**config.mk**
```make
export PLATFORM = sky130hd
export DESIGN_NAME = hup_top
export DESIGN_NICKNAME = d
export VERILOG_FILES = /design/src/hup_pkg.sv /design/src/hup_top.sv
export SDC_FILE = /design/constraint.sdc
export NUM_CORES = 2
export LEC_CHECK = 0
export ABC_CLOCK_PERIOD_IN_PS = 15100
export BUFFER_PORTS_ARGS = -buffer_cell sky130_fd_sc_hd__buf_4
export CAP_MARGIN = 0
export CORE_MARGIN = 8
export CORE_UTILIZATION = 50
export DETAILED_ROUTE_END_ITERATION = 6
export PLACE_DENSITY = 0.66
export SLEW_MARGIN = 20
export SYNTH_ARGS = -nofsm -noshare
export SYNTH_HDL_FRONTEND = slang
export SYNTH_SLANG_ARGS = --single-unit
```
**constraint.sdc**
```tcl
create_clock -name clk -period 15.1 [get_ports clk]
set_input_delay 2.265 -clock clk [delete_from_list [all_inputs] [get_ports clk]]
set_output_delay 2.265 -clock clk [all_outputs]
set_load 0.03 [all_outputs]
```
**src/hup_pkg.sv**
```systemverilog
/*
 * Shared constants and types of the host serial packet port: register map, field positions,
 * reset values, oversampling and parity codes, packet type codes and event bit positions.
 * Assumes an APB slave with a 12-bit byte address and one register per aligned 32-bit word.
 */
package hup_pkg;
    localparam logic [11:0] OFS_CTRL = 12'h000;
    localparam logic [11:0] OFS_DIV = 12'h004;
    localparam logic [11:0] OFS_DATA = 12'h008;
    localparam logic [11:0] OFS_STATUS = 12'h00c;
    localparam logic [11:0] OFS_CLEAR = 12'h010;
    localparam logic [11:0] OFS_ENABLE = 12'h014;
    localparam logic [11:0] OFS_PKTSTAT = 12'h018;
    localparam logic [11:0] OFS_PKTCTRL = 12'h01c;
    localparam logic [3:0] WIN_RXBUF = 4'h1;
    localparam logic [3:0] WIN_TXBUF = 4'h2;

    localparam int BUF_DEPTH = 64;
    localparam logic [6:0] BUF_DEPTH_L = 7'h40;

    localparam logic [1:0] OSR_X16 = 2'h0;
    localparam logic [1:0] OSR_X24 = 2'h1;
    localparam logic [1:0] OSR_X13 = 2'h2;
    localparam logic [4:0] TICKS_X16 = 5'h10;
    localparam logic [4:0] TICKS_X24 = 5'h18;
    localparam logic [4:0] TICKS_X13 = 5'h0d;

    localparam logic [2:0] PAR_NONE = 3'h0;
    localparam logic [2:0] PAR_EVEN = 3'h1;
    localparam logic [2:0] PAR_ODD = 3'h2;
    localparam logic [2:0] PAR_MARK = 3'h3;
    localparam logic [2:0] PAR_SPACE = 3'h4;

    localparam logic [7:0] TYPE_CMD = 8'h01;
    localparam logic [7:0] TYPE_ACL = 8'h02;
    localparam logic [7:0] TYPE_SCO = 8'h03;
    localparam logic [7:0] TYPE_EVT = 8'h04;
    localparam logic [6:0] HDR_CMD = 7'h03;
    localparam logic [6:0] HDR_ACL = 7'h04;
    localparam logic [6:0] HDR_SCO = 7'h03;
    localparam logic [6:0] HDR_EVT = 7'h02;

    localparam int EV_RX_RDY = 0;
    localparam int EV_TX_EMPTY = 1;
    localparam int EV_PERR = 2;
    localparam int EV_FERR = 3;
    localparam int EV_OVR = 4;
    localparam int EV_BRK = 5;
    localparam int EV_PKT_RX = 6;
    localparam int EV_PKT_TX = 7;
    localparam int EV_PKT_BAD = 8;
    localparam int EV_W = 9;
    localparam logic [8:0] ERR_MASK = 9'h03c;

    localparam int PC_START = 0;
    localparam int PC_RELEASE = 1;
    localparam int PC_CONT = 2;
    localparam int PC_LEN_LSB = 8;
    localparam int PC_TYPE_LSB = 16;
    localparam int PS_LEN_LSB = 8;
    localparam int PS_AVAIL = 16;
    localparam int PS_TXBUSY = 17;
    localparam int PS_RXBUSY = 18;

    typedef struct packed {
        logic [2:0] parity;
        logic stop2;
        logic data8;
        logic [1:0] osr;
        logic brk;
        logic hci;
    } hup_cfg_t;

    localparam logic [8:0] CTRL_RST = 9'h010;
    localparam logic [15:0] DIV_RST = 16'h0000;
endpackage

```
**src/hup_top.sv**
```systemverilog
/*
 * Host serial packet port: full-duplex UART with divider and selectable oversampling,
 * character format, break send and detect, sticky interrupts, and a packet engine that
 * parses, frames and buffers host packets in a local packet memory.
 * Assumes APB from the embedded processor and a serial line synchronous to clk.
 */
`timescale 1ns/1ps
module hup_top (
    input wire logic clk,
    input wire logic sys_rst,
    input wire logic psel,
    input wire logic penable,
    input wire logic pwrite,
    input wire logic [11:0] paddr,
    input wire logic [31:0] pwdata,
    output logic [31:0] prdata,
    output logic pready,
    output logic pslverr,
    input wire logic uart_rxd,
    output logic uart_txd,
    output logic irq,
    output logic err_irq
);
    typedef enum logic [2:0] {R_IDLE, R_START, R_DATA, R_PAR, R_STOP} hup_rx_t;
    typedef enum logic [2:0] {T_IDLE, T_START, T_DATA, T_PAR, T_STOP} hup_tx_t;
    typedef enum logic [1:0] {P_IDLE, P_HDR, P_PAY, P_HOLD} hup_pk_t;

    function automatic logic [4:0] osr_ticks(input logic [1:0] sel);
        osr_ticks = (sel == hup_pkg::OSR_X24) ? hup_pkg::TICKS_X24 :
                    (sel == hup_pkg::OSR_X13) ? hup_pkg::TICKS_X13 : hup_pkg::TICKS_X16;
    endfunction

    function automatic logic par_bit(input logic [2:0] mode, input logic [7:0] d);
        par_bit = (mode == hup_pkg::PAR_EVEN) ? ^d :
                  (mode == hup_pkg::PAR_ODD) ? ~^d :
                  (mode == hup_pkg::PAR_MARK);
    endfunction

    // Header bytes after the type byte; zero marks an unknown type
    function automatic logic [6:0] hdr_len(input logic [7:0] t);
        hdr_len = (t == hup_pkg::TYPE_CMD) ? hup_pkg::HDR_CMD :
                  (t == hup_pkg::TYPE_ACL) ? hup_pkg::HDR_ACL :
                  (t == hup_pkg::TYPE_SCO) ? hup_pkg::HDR_SCO :
                  (t == hup_pkg::TYPE_EVT) ? hup_pkg::HDR_EVT : 7'h00;
    endfunction

    hup_pkg::hup_cfg_t cfg_r;
    logic [15:0] div_r;
    logic [8:0] st_r;
    logic [8:0] en_r;
    logic [31:0] prdata_r;
    logic pslverr_r;
    logic [7:0] rx_buf [hup_pkg::BUF_DEPTH];
    logic [7:0] tx_buf [hup_pkg::BUF_DEPTH];

    // APB decode; every access completes with no wait state
    wire acc = psel & penable;
    wire setup = psel & ~penable;
    wire wr = acc & pwrite;
    wire rd = acc & ~pwrite;
    wire hit_ctrl = paddr == hup_pkg::OFS_CTRL;
    wire hit_div = paddr == hup_pkg::OFS_DIV;
    wire hit_data = paddr == hup_pkg::OFS_DATA;
    wire hit_stat = paddr == hup_pkg::OFS_STATUS;
    wire hit_clr = paddr == hup_pkg::OFS_CLEAR;
    wire hit_en = paddr == hup_pkg::OFS_ENABLE;
    wire hit_pst = paddr == hup_pkg::OFS_PKTSTAT;
    wire hit_pct = paddr == hup_pkg::OFS_PKTCTRL;
    wire hit_rxb = (paddr[11:8] == hup_pkg::WIN_RXBUF) & (paddr[1:0] == 2'h0);
    wire hit_txb = (paddr[11:8] == hup_pkg::WIN_TXBUF) & (paddr[1:0] == 2'h0);
    wire [5:0] buf_idx = paddr[7:2];
    wire mapped = hit_ctrl | hit_div | hit_data | hit_stat | hit_clr | hit_en | hit_pst | hit_pct
                  | hit_rxb | hit_txb;
    wire pct_wr = wr & hit_pct;

    // Baud base tick, period div_r+1 clocks
    logic [15:0] bcnt_r;
    wire tick = bcnt_r >= div_r;
    wire [4:0] nbit = osr_ticks(cfg_r.osr);
    wire [4:0] half = {1'b0, nbit[4:1]};
    wire [2:0] last_bit = cfg_r.data8 ? 3'h7 : 3'h6;
    wire par_on = cfg_r.parity != hup_pkg::PAR_NONE;

    // Receiver
    hup_rx_t rx_st_r, rx_st_nxt;
    logic [4:0] rx_sc_r, rx_sc_nxt;
    logic [2:0] rx_bc_r, rx_bc_nxt;
    logic [7:0] rx_sh_r, rx_sh_nxt;
    logic rx_pb_r, rx_pb_nxt;
    logic rxd_prev_r;
    logic rx_done, rx_perr, rx_ferr, rx_brk;
    wire [7:0] rx_data = cfg_r.data8 ? rx_sh_r : {1'b0, rx_sh_r[7:1]};
    wire rx_ok = rx_done & ~rx_brk;

    always_comb begin
        rx_st_nxt = rx_st_r;
        rx_sc_nxt = rx_sc_r;
        rx_bc_nxt = rx_bc_r;
        rx_sh_nxt = rx_sh_r;
        rx_pb_nxt = rx_pb_r;
        rx_done = 1'b0;
        rx_perr = 1'b0;
        rx_ferr = 1'b0;
        rx_brk = 1'b0;
        unique case (rx_st_r)
            R_IDLE: begin
                if (rxd_prev_r & ~uart_rxd) begin
                    rx_st_nxt = R_START;
                    rx_sc_nxt = 5'h00;
                end
            end
            R_START: begin
                if (tick) begin
                    if (rx_sc_r == half - 5'h01) begin
                        // A glitch that is high again at mid-bit is not a start
                        rx_st_nxt = uart_rxd ? R_IDLE : R_DATA;
                        rx_sc_nxt = 5'h00;
                        rx_bc_nxt = 3'h0;
                        rx_sh_nxt = 8'h00;
                    end else begin
                        rx_sc_nxt = rx_sc_r + 5'h01;
                    end
                end
            end
            R_DATA, R_PAR, R_STOP: begin
                if (tick) begin
                    rx_sc_nxt = rx_sc_r + 5'h01;
                    if (rx_sc_r == nbit - 5'h01) begin
                        rx_sc_nxt = 5'h00;
                        if (rx_st_r == R_DATA) begin
                            rx_sh_nxt = {uart_rxd, rx_sh_r[7:1]};
                            rx_bc_nxt = rx_bc_r + 3'h1;
                            if (rx_bc_r == last_bit) begin
                                rx_st_nxt = par_on ? R_PAR : R_STOP;
                            end
                        end else if (rx_st_r == R_PAR) begin
                            rx_pb_nxt = uart_rxd;
                            rx_st_nxt = R_STOP;
                        end else begin
                            // Only the first stop bit is checked so back-to-back frames stay aligned
                            rx_done = 1'b1;
                            rx_brk = ~uart_rxd & (rx_data == 8'h00) & (~par_on | ~rx_pb_r);
                            rx_ferr = ~uart_rxd & ~rx_brk;
                            rx_perr = par_on & (rx_pb_r != par_bit(cfg_r.parity, rx_data));
                            rx_st_nxt = R_IDLE;
                        end
                    end
                end
            end
        endcase
    end

    // Direct path holding registers
    logic [7:0] rbr_r;
    logic rbr_full_r;
    logic [7:0] thr_r;
    logic thr_v_r;
    wire rx_direct = rx_ok & ~cfg_r.hci;
    wire rbr_rd = rd & hit_data;

    // Packet transmit engine
    logic ptx_busy_r;
    logic ptx_hdr_r;
    logic [7:0] ptx_type_r;
    logic [6:0] ptx_len_r;
    logic [6:0] ptx_ptr_r;
    wire ptx_start = pct_wr & pwdata[hup_pkg::PC_START] & cfg_r.hci & ~ptx_busy_r;
    wire [6:0] pct_len = pwdata[hup_pkg::PC_LEN_LSB +: 7];
    wire ptx_more = ptx_hdr_r | (ptx_ptr_r < ptx_len_r);
    wire [7:0] ptx_byte = ptx_hdr_r ? ptx_type_r : tx_buf[ptx_ptr_r[5:0]];
    wire src_v = cfg_r.hci ? (ptx_busy_r & ptx_more) : thr_v_r;
    wire [7:0] src_b = cfg_r.hci ? ptx_byte : thr_r;

    // Transmitter
    hup_tx_t tx_st_r, tx_st_nxt;
    logic [4:0] tx_sc_r, tx_sc_nxt;
    logic [2:0] tx_bc_r, tx_bc_nxt;
    logic [7:0] tx_sh_r, tx_sh_nxt;
    logic tx_pb_r, tx_pb_nxt;
    logic tx_sb_r, tx_sb_nxt;
    logic txd_r;
    logic tx_fin;
    wire tx_take = (tx_st_r == T_IDLE) & src_v & ~cfg_r.brk;
    wire tx_bit_end = tick & (tx_sc_r == nbit - 5'h01);

    always_comb begin
        tx_st_nxt = tx_st_r;
        tx_sc_nxt = tx_sc_r;
        tx_bc_nxt = tx_bc_r;
        tx_sh_nxt = tx_sh_r;
        tx_pb_nxt = tx_pb_r;
        tx_sb_nxt = tx_sb_r;
        tx_fin = 1'b0;
        if (tick) begin
            tx_sc_nxt = tx_sc_r + 5'h01;
        end
        if (tx_bit_end) begin
            tx_sc_nxt = 5'h00;
        end
        unique case (tx_st_r)
            T_IDLE: begin
                if (tx_take) begin
                    tx_st_nxt = T_START;
                    tx_sc_nxt = 5'h00;
                    tx_bc_nxt = 3'h0;
                    tx_sb_nxt = 1'b0;
                    tx_sh_nxt = cfg_r.data8 ? src_b : {1'b0, src_b[6:0]};
                    tx_pb_nxt = par_bit(cfg_r.parity, cfg_r.data8 ? src_b : {1'b0, src_b[6:0]});
                end
            end
            T_START: begin
                if (tx_bit_end) begin
                    tx_st_nxt = T_DATA;
                end
            end
            T_DATA: begin
                if (tx_bit_end) begin
                    tx_sh_nxt = {1'b0, tx_sh_r[7:1]};
                    tx_bc_nxt = tx_bc_r + 3'h1;
                    if (tx_bc_r == last_bit) begin
                        tx_st_nxt = par_on ? T_PAR : T_STOP;
                    end
                end
            end
            T_PAR: begin
                if (tx_bit_end) begin
                    tx_st_nxt = T_STOP;
                end
            end
            T_STOP: begin
                if (tx_bit_end) begin
                    if (cfg_r.stop2 & ~tx_sb_r) begin
                        tx_sb_nxt = 1'b1;
                    end else begin
                        tx_st_nxt = T_IDLE;
                        tx_fin = 1'b1;
                    end
                end
            end
        endcase
    end

    wire txd_line = (tx_st_r == T_START) ? 1'b0 :
                    (tx_st_r == T_DATA) ? tx_sh_r[0] :
                    (tx_st_r == T_PAR) ? tx_pb_r : 1'b1;

    // Packet receive engine
    hup_pk_t pk_st_r, pk_st_nxt;
    logic [6:0] pk_cnt_r, pk_cnt_nxt;
    logic [6:0] pk_tot_r, pk_tot_nxt;
    logic [7:0] pk_type_r, pk_type_nxt;
    logic pk_store, pk_done, pk_bad, pk_ovr;
    wire rx_hci = rx_ok & cfg_r.hci;
    wire hci_err = rx_perr | rx_ferr | rx_brk;
    wire pk_release = pct_wr & pwdata[hup_pkg::PC_RELEASE];
    wire [6:0] pk_hl = hdr_len(pk_type_r);
    wire [15:0] pk_plen = (pk_type_r == hup_pkg::TYPE_ACL) ? {rx_data, rx_buf[3]} : {8'h00, rx_data};
    wire [16:0] pk_tot_w = {10'h000, pk_hl} + 17'h0_0001 + {1'b0, pk_plen};

    always_comb begin
        pk_st_nxt = pk_st_r;
        pk_cnt_nxt = pk_cnt_r;
        pk_tot_nxt = pk_tot_r;
        pk_type_nxt = pk_type_r;
        pk_store = 1'b0;
        pk_done = 1'b0;
        pk_bad = 1'b0;
        pk_ovr = 1'b0;
        unique case (pk_st_r)
            P_IDLE: begin
                if (rx_hci) begin
                    if (hdr_len(rx_data) != 7'h00) begin
                        pk_store = 1'b1;
                        pk_type_nxt = rx_data;
                        pk_cnt_nxt = 7'h01;
                        pk_st_nxt = P_HDR;
                    end else begin
                        pk_bad = 1'b1;
                    end
                end
            end
            P_HDR, P_PAY: begin
                if (cfg_r.hci & hci_err) begin
                    // A line error leaves the frame boundary unknown, so the packet is dropped
                    pk_bad = 1'b1;
                    pk_st_nxt = P_IDLE;
                end else if (rx_hci) begin
                    pk_store = 1'b1;
                    pk_cnt_nxt = pk_cnt_r + 7'h01;
                    if (pk_st_r == P_HDR) begin
                        if (pk_cnt_r == pk_hl) begin
                            pk_tot_nxt = pk_tot_w[6:0];
                            if (pk_tot_w > {10'h000, hup_pkg::BUF_DEPTH_L}) begin
                                pk_bad = 1'b1;
                                pk_st_nxt = P_IDLE;
                            end else if (pk_plen == 16'h0000) begin
                                pk_done = 1'b1;
                                pk_st_nxt = P_HOLD;
                            end else begin
                                pk_st_nxt = P_PAY;
                            end
                        end
                    end else if (pk_cnt_r + 7'h01 == pk_tot_r) begin
                        pk_done = 1'b1;
                        pk_st_nxt = P_HOLD;
                    end
                end
            end
            P_HOLD: begin
                // Buffer is owned by software until released; new bytes are lost
                pk_ovr = rx_hci;
                if (pk_release) begin
                    pk_st_nxt = P_IDLE;
                end
            end
        endcase
    end

    // Interrupt status: set wins over a clear in the same cycle
    wire [8:0] ev = {pk_bad, ptx_busy_r & ~ptx_more & tx_fin, pk_done, rx_brk,
                     pk_ovr | (rx_direct & rbr_full_r), rx_ferr, rx_perr,
                     ~cfg_r.hci & tx_fin & ~thr_v_r, rx_direct};
    wire [8:0] clr = (wr & hit_clr) ? pwdata[8:0] : 9'h000;
    wire [8:0] st_nxt = (st_r & ~clr) | ev;

    wire [31:0] pktstat = {13'h0000, pk_st_r != P_IDLE && pk_st_r != P_HOLD, ptx_busy_r,
                           pk_st_r == P_HOLD, 1'b0, pk_cnt_r, pk_type_r};
    wire [31:0] rd_mux = hit_ctrl ? {23'h00_0000, cfg_r} :
                         hit_div ? {16'h0000, div_r} :
                         hit_data ? {24'h00_0000, rbr_r} :
                         hit_stat ? {23'h00_0000, st_r} :
                         hit_en ? {23'h00_0000, en_r} :
                         hit_pst ? pktstat :
                         hit_rxb ? {24'h00_0000, rx_buf[buf_idx]} : 32'h0000_0000;

    always_ff @(posedge clk) begin
        if (sys_rst) begin
            cfg_r <= hup_pkg::CTRL_RST;
            div_r <= hup_pkg::DIV_RST;
            en_r <= 9'h000;
            st_r <= 9'h000;
            prdata_r <= 32'h0000_0000;
            pslverr_r <= 1'b0;
        end else begin
            if (wr & hit_ctrl) begin
                cfg_r <= pwdata[8:0];
            end
            if (wr & hit_div) begin
                div_r <= pwdata[15:0];
            end
            if (wr & hit_en) begin
                en_r <= pwdata[8:0];
            end
            st_r <= st_nxt;
            if (setup) begin
                prdata_r <= rd_mux;
                pslverr_r <= ~mapped;
            end
        end
    end

    always_ff @(posedge clk) begin
        if (wr & hit_txb) begin
            tx_buf[buf_idx] <= pwdata[7:0];
        end
        if (pk_store) begin
            rx_buf[pk_cnt_r[5:0]] <= rx_data;
        end
    end

    always_ff @(posedge clk) begin
        if (sys_rst) begin
            bcnt_r <= 16'h0000;
            rx_st_r <= R_IDLE;
            rx_sc_r <= 5'h00;
            rx_bc_r <= 3'h0;
            rx_sh_r <= 8'h00;
            rx_pb_r <= 1'b0;
            rxd_prev_r <= 1'b1;
            tx_st_r <= T_IDLE;
            tx_sc_r <= 5'h00;
            tx_bc_r <= 3'h0;
            tx_sh_r <= 8'h00;
            tx_pb_r <= 1'b0;
            tx_sb_r <= 1'b0;
            txd_r <= 1'b1;
        end else begin
            bcnt_r <= tick ? 16'h0000 : bcnt_r + 16'h0001;
            rx_st_r <= rx_st_nxt;
            rx_sc_r <= rx_sc_nxt;
            rx_bc_r <= rx_bc_nxt;
            rx_sh_r <= rx_sh_nxt;
            rx_pb_r <= rx_pb_nxt;
            rxd_prev_r <= uart_rxd;
            tx_st_r <= tx_st_nxt;
            tx_sc_r <= tx_sc_nxt;
            tx_bc_r <= tx_bc_nxt;
            tx_sh_r <= tx_sh_nxt;
            tx_pb_r <= tx_pb_nxt;
            tx_sb_r <= tx_sb_nxt;
            txd_r <= txd_line & ~cfg_r.brk;
        end
    end

    always_ff @(posedge clk) begin
        if (sys_rst) begin
            rbr_r <= 8'h00;
            rbr_full_r <= 1'b0;
            thr_r <= 8'h00;
            thr_v_r <= 1'b0;
            ptx_busy_r <= 1'b0;
            ptx_hdr_r <= 1'b0;
            ptx_type_r <= 8'h00;
            ptx_len_r <= 7'h00;
            ptx_ptr_r <= 7'h00;
            pk_st_r <= P_IDLE;
            pk_cnt_r <= 7'h00;
            pk_tot_r <= 7'h00;
            pk_type_r <= 8'h00;
        end else begin
            if (rx_direct) begin
                rbr_r <= rx_data;
            end
            rbr_full_r <= rx_direct | (rbr_full_r & ~rbr_rd);
            if (wr & hit_data & ~cfg_r.hci & ~thr_v_r) begin
                thr_r <= pwdata[7:0];
            end
            // A write refused while full must not re-arm the byte that is being taken
            thr_v_r <= (wr & hit_data & ~cfg_r.hci & ~thr_v_r) | (thr_v_r & ~(tx_take & ~cfg_r.hci));
            if (ptx_start) begin
                ptx_busy_r <= 1'b1;
                ptx_hdr_r <= ~pwdata[hup_pkg::PC_CONT];
                ptx_type_r <= pwdata[hup_pkg::PC_TYPE_LSB +: 8];
                ptx_len_r <= (pct_len > hup_pkg::BUF_DEPTH_L) ? hup_pkg::BUF_DEPTH_L : pct_len;
                ptx_ptr_r <= 7'h00;
            end else if (tx_take & cfg_r.hci) begin
                if (ptx_hdr_r) begin
                    ptx_hdr_r <= 1'b0;
                end else begin
                    ptx_ptr_r <= ptx_ptr_r + 7'h01;
                end
            end else if (ptx_busy_r & ~ptx_more & (tx_fin | ~cfg_r.hci)) begin
                ptx_busy_r <= 1'b0;
            end
            pk_st_r <= cfg_r.hci ? pk_st_nxt : P_IDLE;
            pk_cnt_r <= pk_cnt_nxt;
            pk_tot_r <= pk_tot_nxt;
            pk_type_r <= pk_type_nxt;
        end
    end

    assign prdata = prdata_r;
    assign pready = 1'b1;
    assign pslverr = pslverr_r;
    assign uart_txd = txd_r;
    assign irq = |(st_r & en_r);
    assign err_irq = |(st_r & hup_pkg::ERR_MASK);
endmodule

```
# Word level (Yosys, flattened, before mapping)
# Memories as Yosys holds them, arrays and structs flattened. A register that Yosys moved wholly into a read port is not among the register bits.
# Cells that the tools add are included.
# totals
regBits	201
ramBits	1024
in_bits	50
word_cells	405
mem_count	2
# op_classes
n_addsub	11
magnitude_cmp	4
eq_ne	66
mux	156
bitwise	86
reduce_logical	42
# mem_list
memory	words	width	read_ports	rd_clocked_by_memory_dff	write_ports	line	source
rx_buf	64	8	2	0	1	hup_top.sv:53	logic [7:0] rx_buf [hup_pkg::BUF_DEPTH];
tx_buf	64	8	1	1	1	hup_top.sv:54	logic [7:0] tx_buf [hup_pkg::BUF_DEPTH];
# ops
cell	count
$mux W19	6
$mux W8	12
$mux W3	27
$mux W1	65
$mux W5	11
$eq A12 B5 Y1 const B	4
$and A1 B1 Y1	45
$ne A2 B2 Y1 const B	21
$mux W7	5
$eq A8 B2 Y1 const B	4
$pmux W8 S2	2
$mux W2	14
$eq A12 B4 Y1 const B	2
$not A1 Y1	20
$and A9 B9 Y9	2
$eq A3 B2 Y1 const B	6
$reduce_and A6 Y1	3
$add A4 B16 Y17	1
$gt A17 B7 Y1 const B	1
$or A1 B1 Y1	17
$add A16 B1 Y16 const B	1
$eq A8 B1 Y1 const B	2
$eq A8 B3 Y1 const B	2
$ge A16 B16 Y1	1
54 further kinds	91

# Depth between registers and ports, before layout
# depth
depth_word	18
mapped_depth	18
ltp_nobuf	16

# Worst setup path after synthesis
# Ideal clock, no wire load.
# synth_path
path_type	input-to-reg
start	input paddr[2]
end	memory tx_buf[63][0] (enable)
t_arrival_ns	4.691
required_time_ns	14.730
slack_ns	10.038
stages	10
path_cell_list	buf_2 buf_2 buf_2 buf_4 buf_4 buf_2 nand3_1 or3_1 clkbuf_1 nor2_1
# synth_rtl
element	line	source
start, declared	hup_top.sv:14	input wire logic [11:0] paddr,
end, declared	hup_top.sv:54	
# No word-level cell before the write port.

# Final worst setup path
# layout_path
start	input paddr[3]
end	register prdata_r[6] (netlist: prdata[6])
# layout_via
elab_chain_len	8
elab_cells_between_ends	14
cone_classes	eq/ne: 5; mux: 7; reduce/logical: 1; memory: 1
# layout_rtl
element	line	source
$mem_v2 Z64 W8	--	
$mux W8	hup_top.sv:334	hit_rxb ? {24'h00_0000, rx_buf[buf_idx]} : 32'h0000_0000;
$mux W19	hup_top.sv:333	hit_pst ? pktstat :
$mux W19	hup_top.sv:332	hit_en ? {23'h00_0000, en_r} :
$mux W19	hup_top.sv:331	hit_stat ? {23'h00_0000, st_r} :
$mux W19	hup_top.sv:330	hit_data ? {24'h00_0000, rbr_r} :
$mux W19	hup_top.sv:329	hit_div ? {16'h0000, div_r} :
$mux W19 *	hup_top.sv:328	wire [31:0] rd_mux = hit_ctrl ? {23'h00_0000, cfg_r} :
end signal, assigned	hup_top.sv:356	prdata_r <= rd_mux;
end, declared	hup_top.sv:51	logic [31:0] prdata_r;
# Every way passes the cells marked *; elsewhere a longest branch is shown, timed or not.
# A chain may end at the register's enable or synchronous reset.

==> flow_summary.json <==
{
  "worst_setup_path_start_kind": "input port",
  "avgSynthCellArea_um2": 16.0,
  "clk_latency_ns": 0.70,
  "p_per_area_nw_per_um2": 120,
  "avgRoutedWirePerCell_um": 27.1,
  "multiInputGateArea_um2": 14800,
  "regArea_um2": 34600,
  "power.internal_mw": 5.35,
  "drt_first_pass_iters": 6,
  "leakagePower_nw": 17.5,
  "irDropWorstVdd_v": 0.000107,
  "ctsResizeCount": 0,
  "setup-tns-final_ns": 0,
  "drc": 0,
  "final-max-slew-violation-count": 0,
  "synth-edff-count": 1024,
  "power_frac_comb": 0.025,
  "area_growth_pct": 10.8,
  "crit_path_max_fanout": 59,
  "yosys.area.top_type_share": 0.609,
  "dr.first_iter.drc_count": 3220,
  "holdBufCountCts": 0,
  "yosys_warnings": 0,
  "gp_congestion": 0.869,
  "ys_seq_elements": 1218,
  "cp_top_family": "buffers and inverters",
  "synthCells": 3162,
  "slowest_stage": "buf_4",
  "total_power_mw": 6.73,
  "dp_cells": 4399,
  "nets": 3320,
  "max_slew_margin": 0.198,
  "antenna_found_initial": 5,
  "cts_root_buf": "clkbuf_16",
  "worstPathCellList": "buf_6 -> buf_4 -> buf_4 -> mux4_2 -> mux4_2 -> mux2_2 -> a221oi_1 -> o221ai_1 -> o21ai_0 -> nand2_1 -> o211ai_1 -> a21oi_1",
  "required_ns": 15.64,
  "instances_no_fill": 4622,
  "timing_hold_violations_final": 0,
  "yosysSeqAreaShare": 0.686,
  "ant_nets": 0,
  "p_switching_mw": 1.38,
  "clock.fmax_mhz": 160,
  "synth_largest_area_cell": "edfxtp_1",
  "pwr-share-seq": 0.539,
  "start_util": 0.504,
  "io_buffer_count": 64,
  "clock_skew_ns": 0.0221,
  "dp_hpwl_um": 79600,
  "synth_ff_type": "edfxtp_1",
  "pre_cts_ws_ns": 8.18,
  "placed_cell_area_um2": 52100,
  "drive_gt1_frac": 0.183,
  "grt_usage": 0.220,
  "final_util": 0.559,
  "vias": 28726,
  "via_per_inst": 6.22,
  "coreArea_um2": 100000,
  "die_h_um": 334,
  "synth_area_leaders": "edfxtp_1 (61%), mux4_2 (12%), dfxtp_1 (7.7%)",
  "rsz0062_at_grt": "no",
  "synth_cell_types": 86,
  "holdWs_ns": 0.457,
  "hold_path_class": "register to register",
  "rows": 116,
  "die_w_um": 334,
  "tightest_slew_ns": 1.20,
  "setup_viol": 0,
  "synthesis.area_um2": 50500,
  "grt_pass1_vias": 28410,
  "cp_num_buf_inv": 3,
  "clk_pin_slew_ns": 0.06,
  "power_switching_share": 0.205,
  "async_flop_share": 0,
  "num-fill-cells": 7746,
  "grt_pass1_wl_um": 186000,
  "fin_crit_sh": 0.413,
  "critPathMaxStageDelay_ns": 0.80,
  "critPathCaptureType": "register",
  "synth_most_common_cell": "edfxtp_1",
  "clockBufferDepth": 3,
  "cts_buffers": 119,
  "worst_slack_ns": 8.87,
  "critPathKind": "input port to register",
  "synthTopCellsByCount": "edfxtp_1 (1024), nor2_1 (314), mux4_2 (268)",
  "routed_wl_um": 125000,
  "dieArea_um2": 111000,
  "cts.sink_count": 1218,
  "postCtsSetupBuffers": 0,
  "drv_cap": 0,
  "period_minus_slack_ns": 6.23,
  "grt_max_degree": 95,
  "cts_tree": "built",
  "finish.instance_area_um2": 56000,
  "ctsHtreeMaxLevel": 3,
  "io_pins": 87,
  "crit_arrival_ns": 6.77,
  "gr-total-overflow": 0,
  "status": "finished clean",
  "clockPowerShare": 0.436
}
[worst min-delay path: stages (launching register included)]
cell     delay [ns]
dfxtp_1        0.31
nand2_1        0.05
a21oi_1        0.05
[cell usage in the layout, fill, tap and decap left out, types with 20 or more instances in the layout]
cell type	instances
buf_4	100
mux2i_1	95
a22oi_1	47
clkinv_1	26
nand3_1	54
xor2_1	26
nor2_1	314
dfxtp_1	191
ha_1	47
clkbuf_16	120
clkinv_2	29
edfxtp_1	1024
xnor2_1	46
a21oi_1	132
mux2_2	25
nor2b_1	20
nand2_1	224
clkbuf_1	26
nand2b_1	27
o21ai_0	47
nand4_1	20
inv_1	56
nor3_1	37
a211oi_1	31
mux4_2	268
[state kept, by name, summed over array words and instances (netlist names), 9 cells and up, named ones only]
register / cells
rx_buf: 512
tx_buf: 512
prdata: 19
bcnt_r: 16
div_r: 16
cfg_r: 9
en_r: 9
st_r: 9
[final timing paths]
| path | start | endpoint | slack [ns] | depth (start not counted) |
|---|---|---|---|---|
| setup / recovery | paddr[3] | prdata[6] | 8.87 | 12 |
| hold / removal | ptx_len_r[6] | ptx_len_r[6] | 0.46 | 2 |
| setup reg to reg | cfg_r[4] | rx_buf[21][7] | 9.36 | 14 |
| hold reg to reg | ptx_len_r[6] | ptx_len_r[6] | 0.46 | 2 |
[power groups by stage]
stage / sequential [mW] / clock (mW) / combinational (mW)
detailed placement: 3.70 / 0 / 0.169
global route: 3.63 / 3.10 / 0.183
CTS: 3.63 / 2.97 / 0.170
finish: 3.63 / 2.93 / 0.171
floorplan: 3.70 / 0 / 0.102
global placement: 3.70 / 0 / 0.164
[metal layers]
metal / wire (µm) / up-vias / GRT usage
met5: 48 / - / 0
met1: 51500 / 14702 / 0.307
met4: 4150 / 8 / 0.0714
met3: 9570 / 237 / 0.0358
li1: - / 12449 / -
met2: 60100 / 1330 / 0.357
[final cells by class]
class / count / area share
Sequential cell: 1218 / 0.619
Multi-Input combinational cell: 1716 / 0.265
Clock buffer: 147 / 0.0556
Tap cell: 1298 / 0.0290
Timing Repair Buffer: 102 / 0.0139
Clock inverter: 75 / 0.0132
Inverter: 65 / 0.00445
Antenna cell: 1 / 0.0000447
[cells by family after synthesis]
logic type,Yosys count,share of synthesized area
compound gates,408,0.0536
xor+xnor,72,0.0125
fa+ha+maj,48,0.0120
buf+inv,240,0.0221
flops,1218,0.686
mux,391,0.145
other cells,2,0.000149
simple gates,783,0.0692
Power figures use the tool's default switching activity.
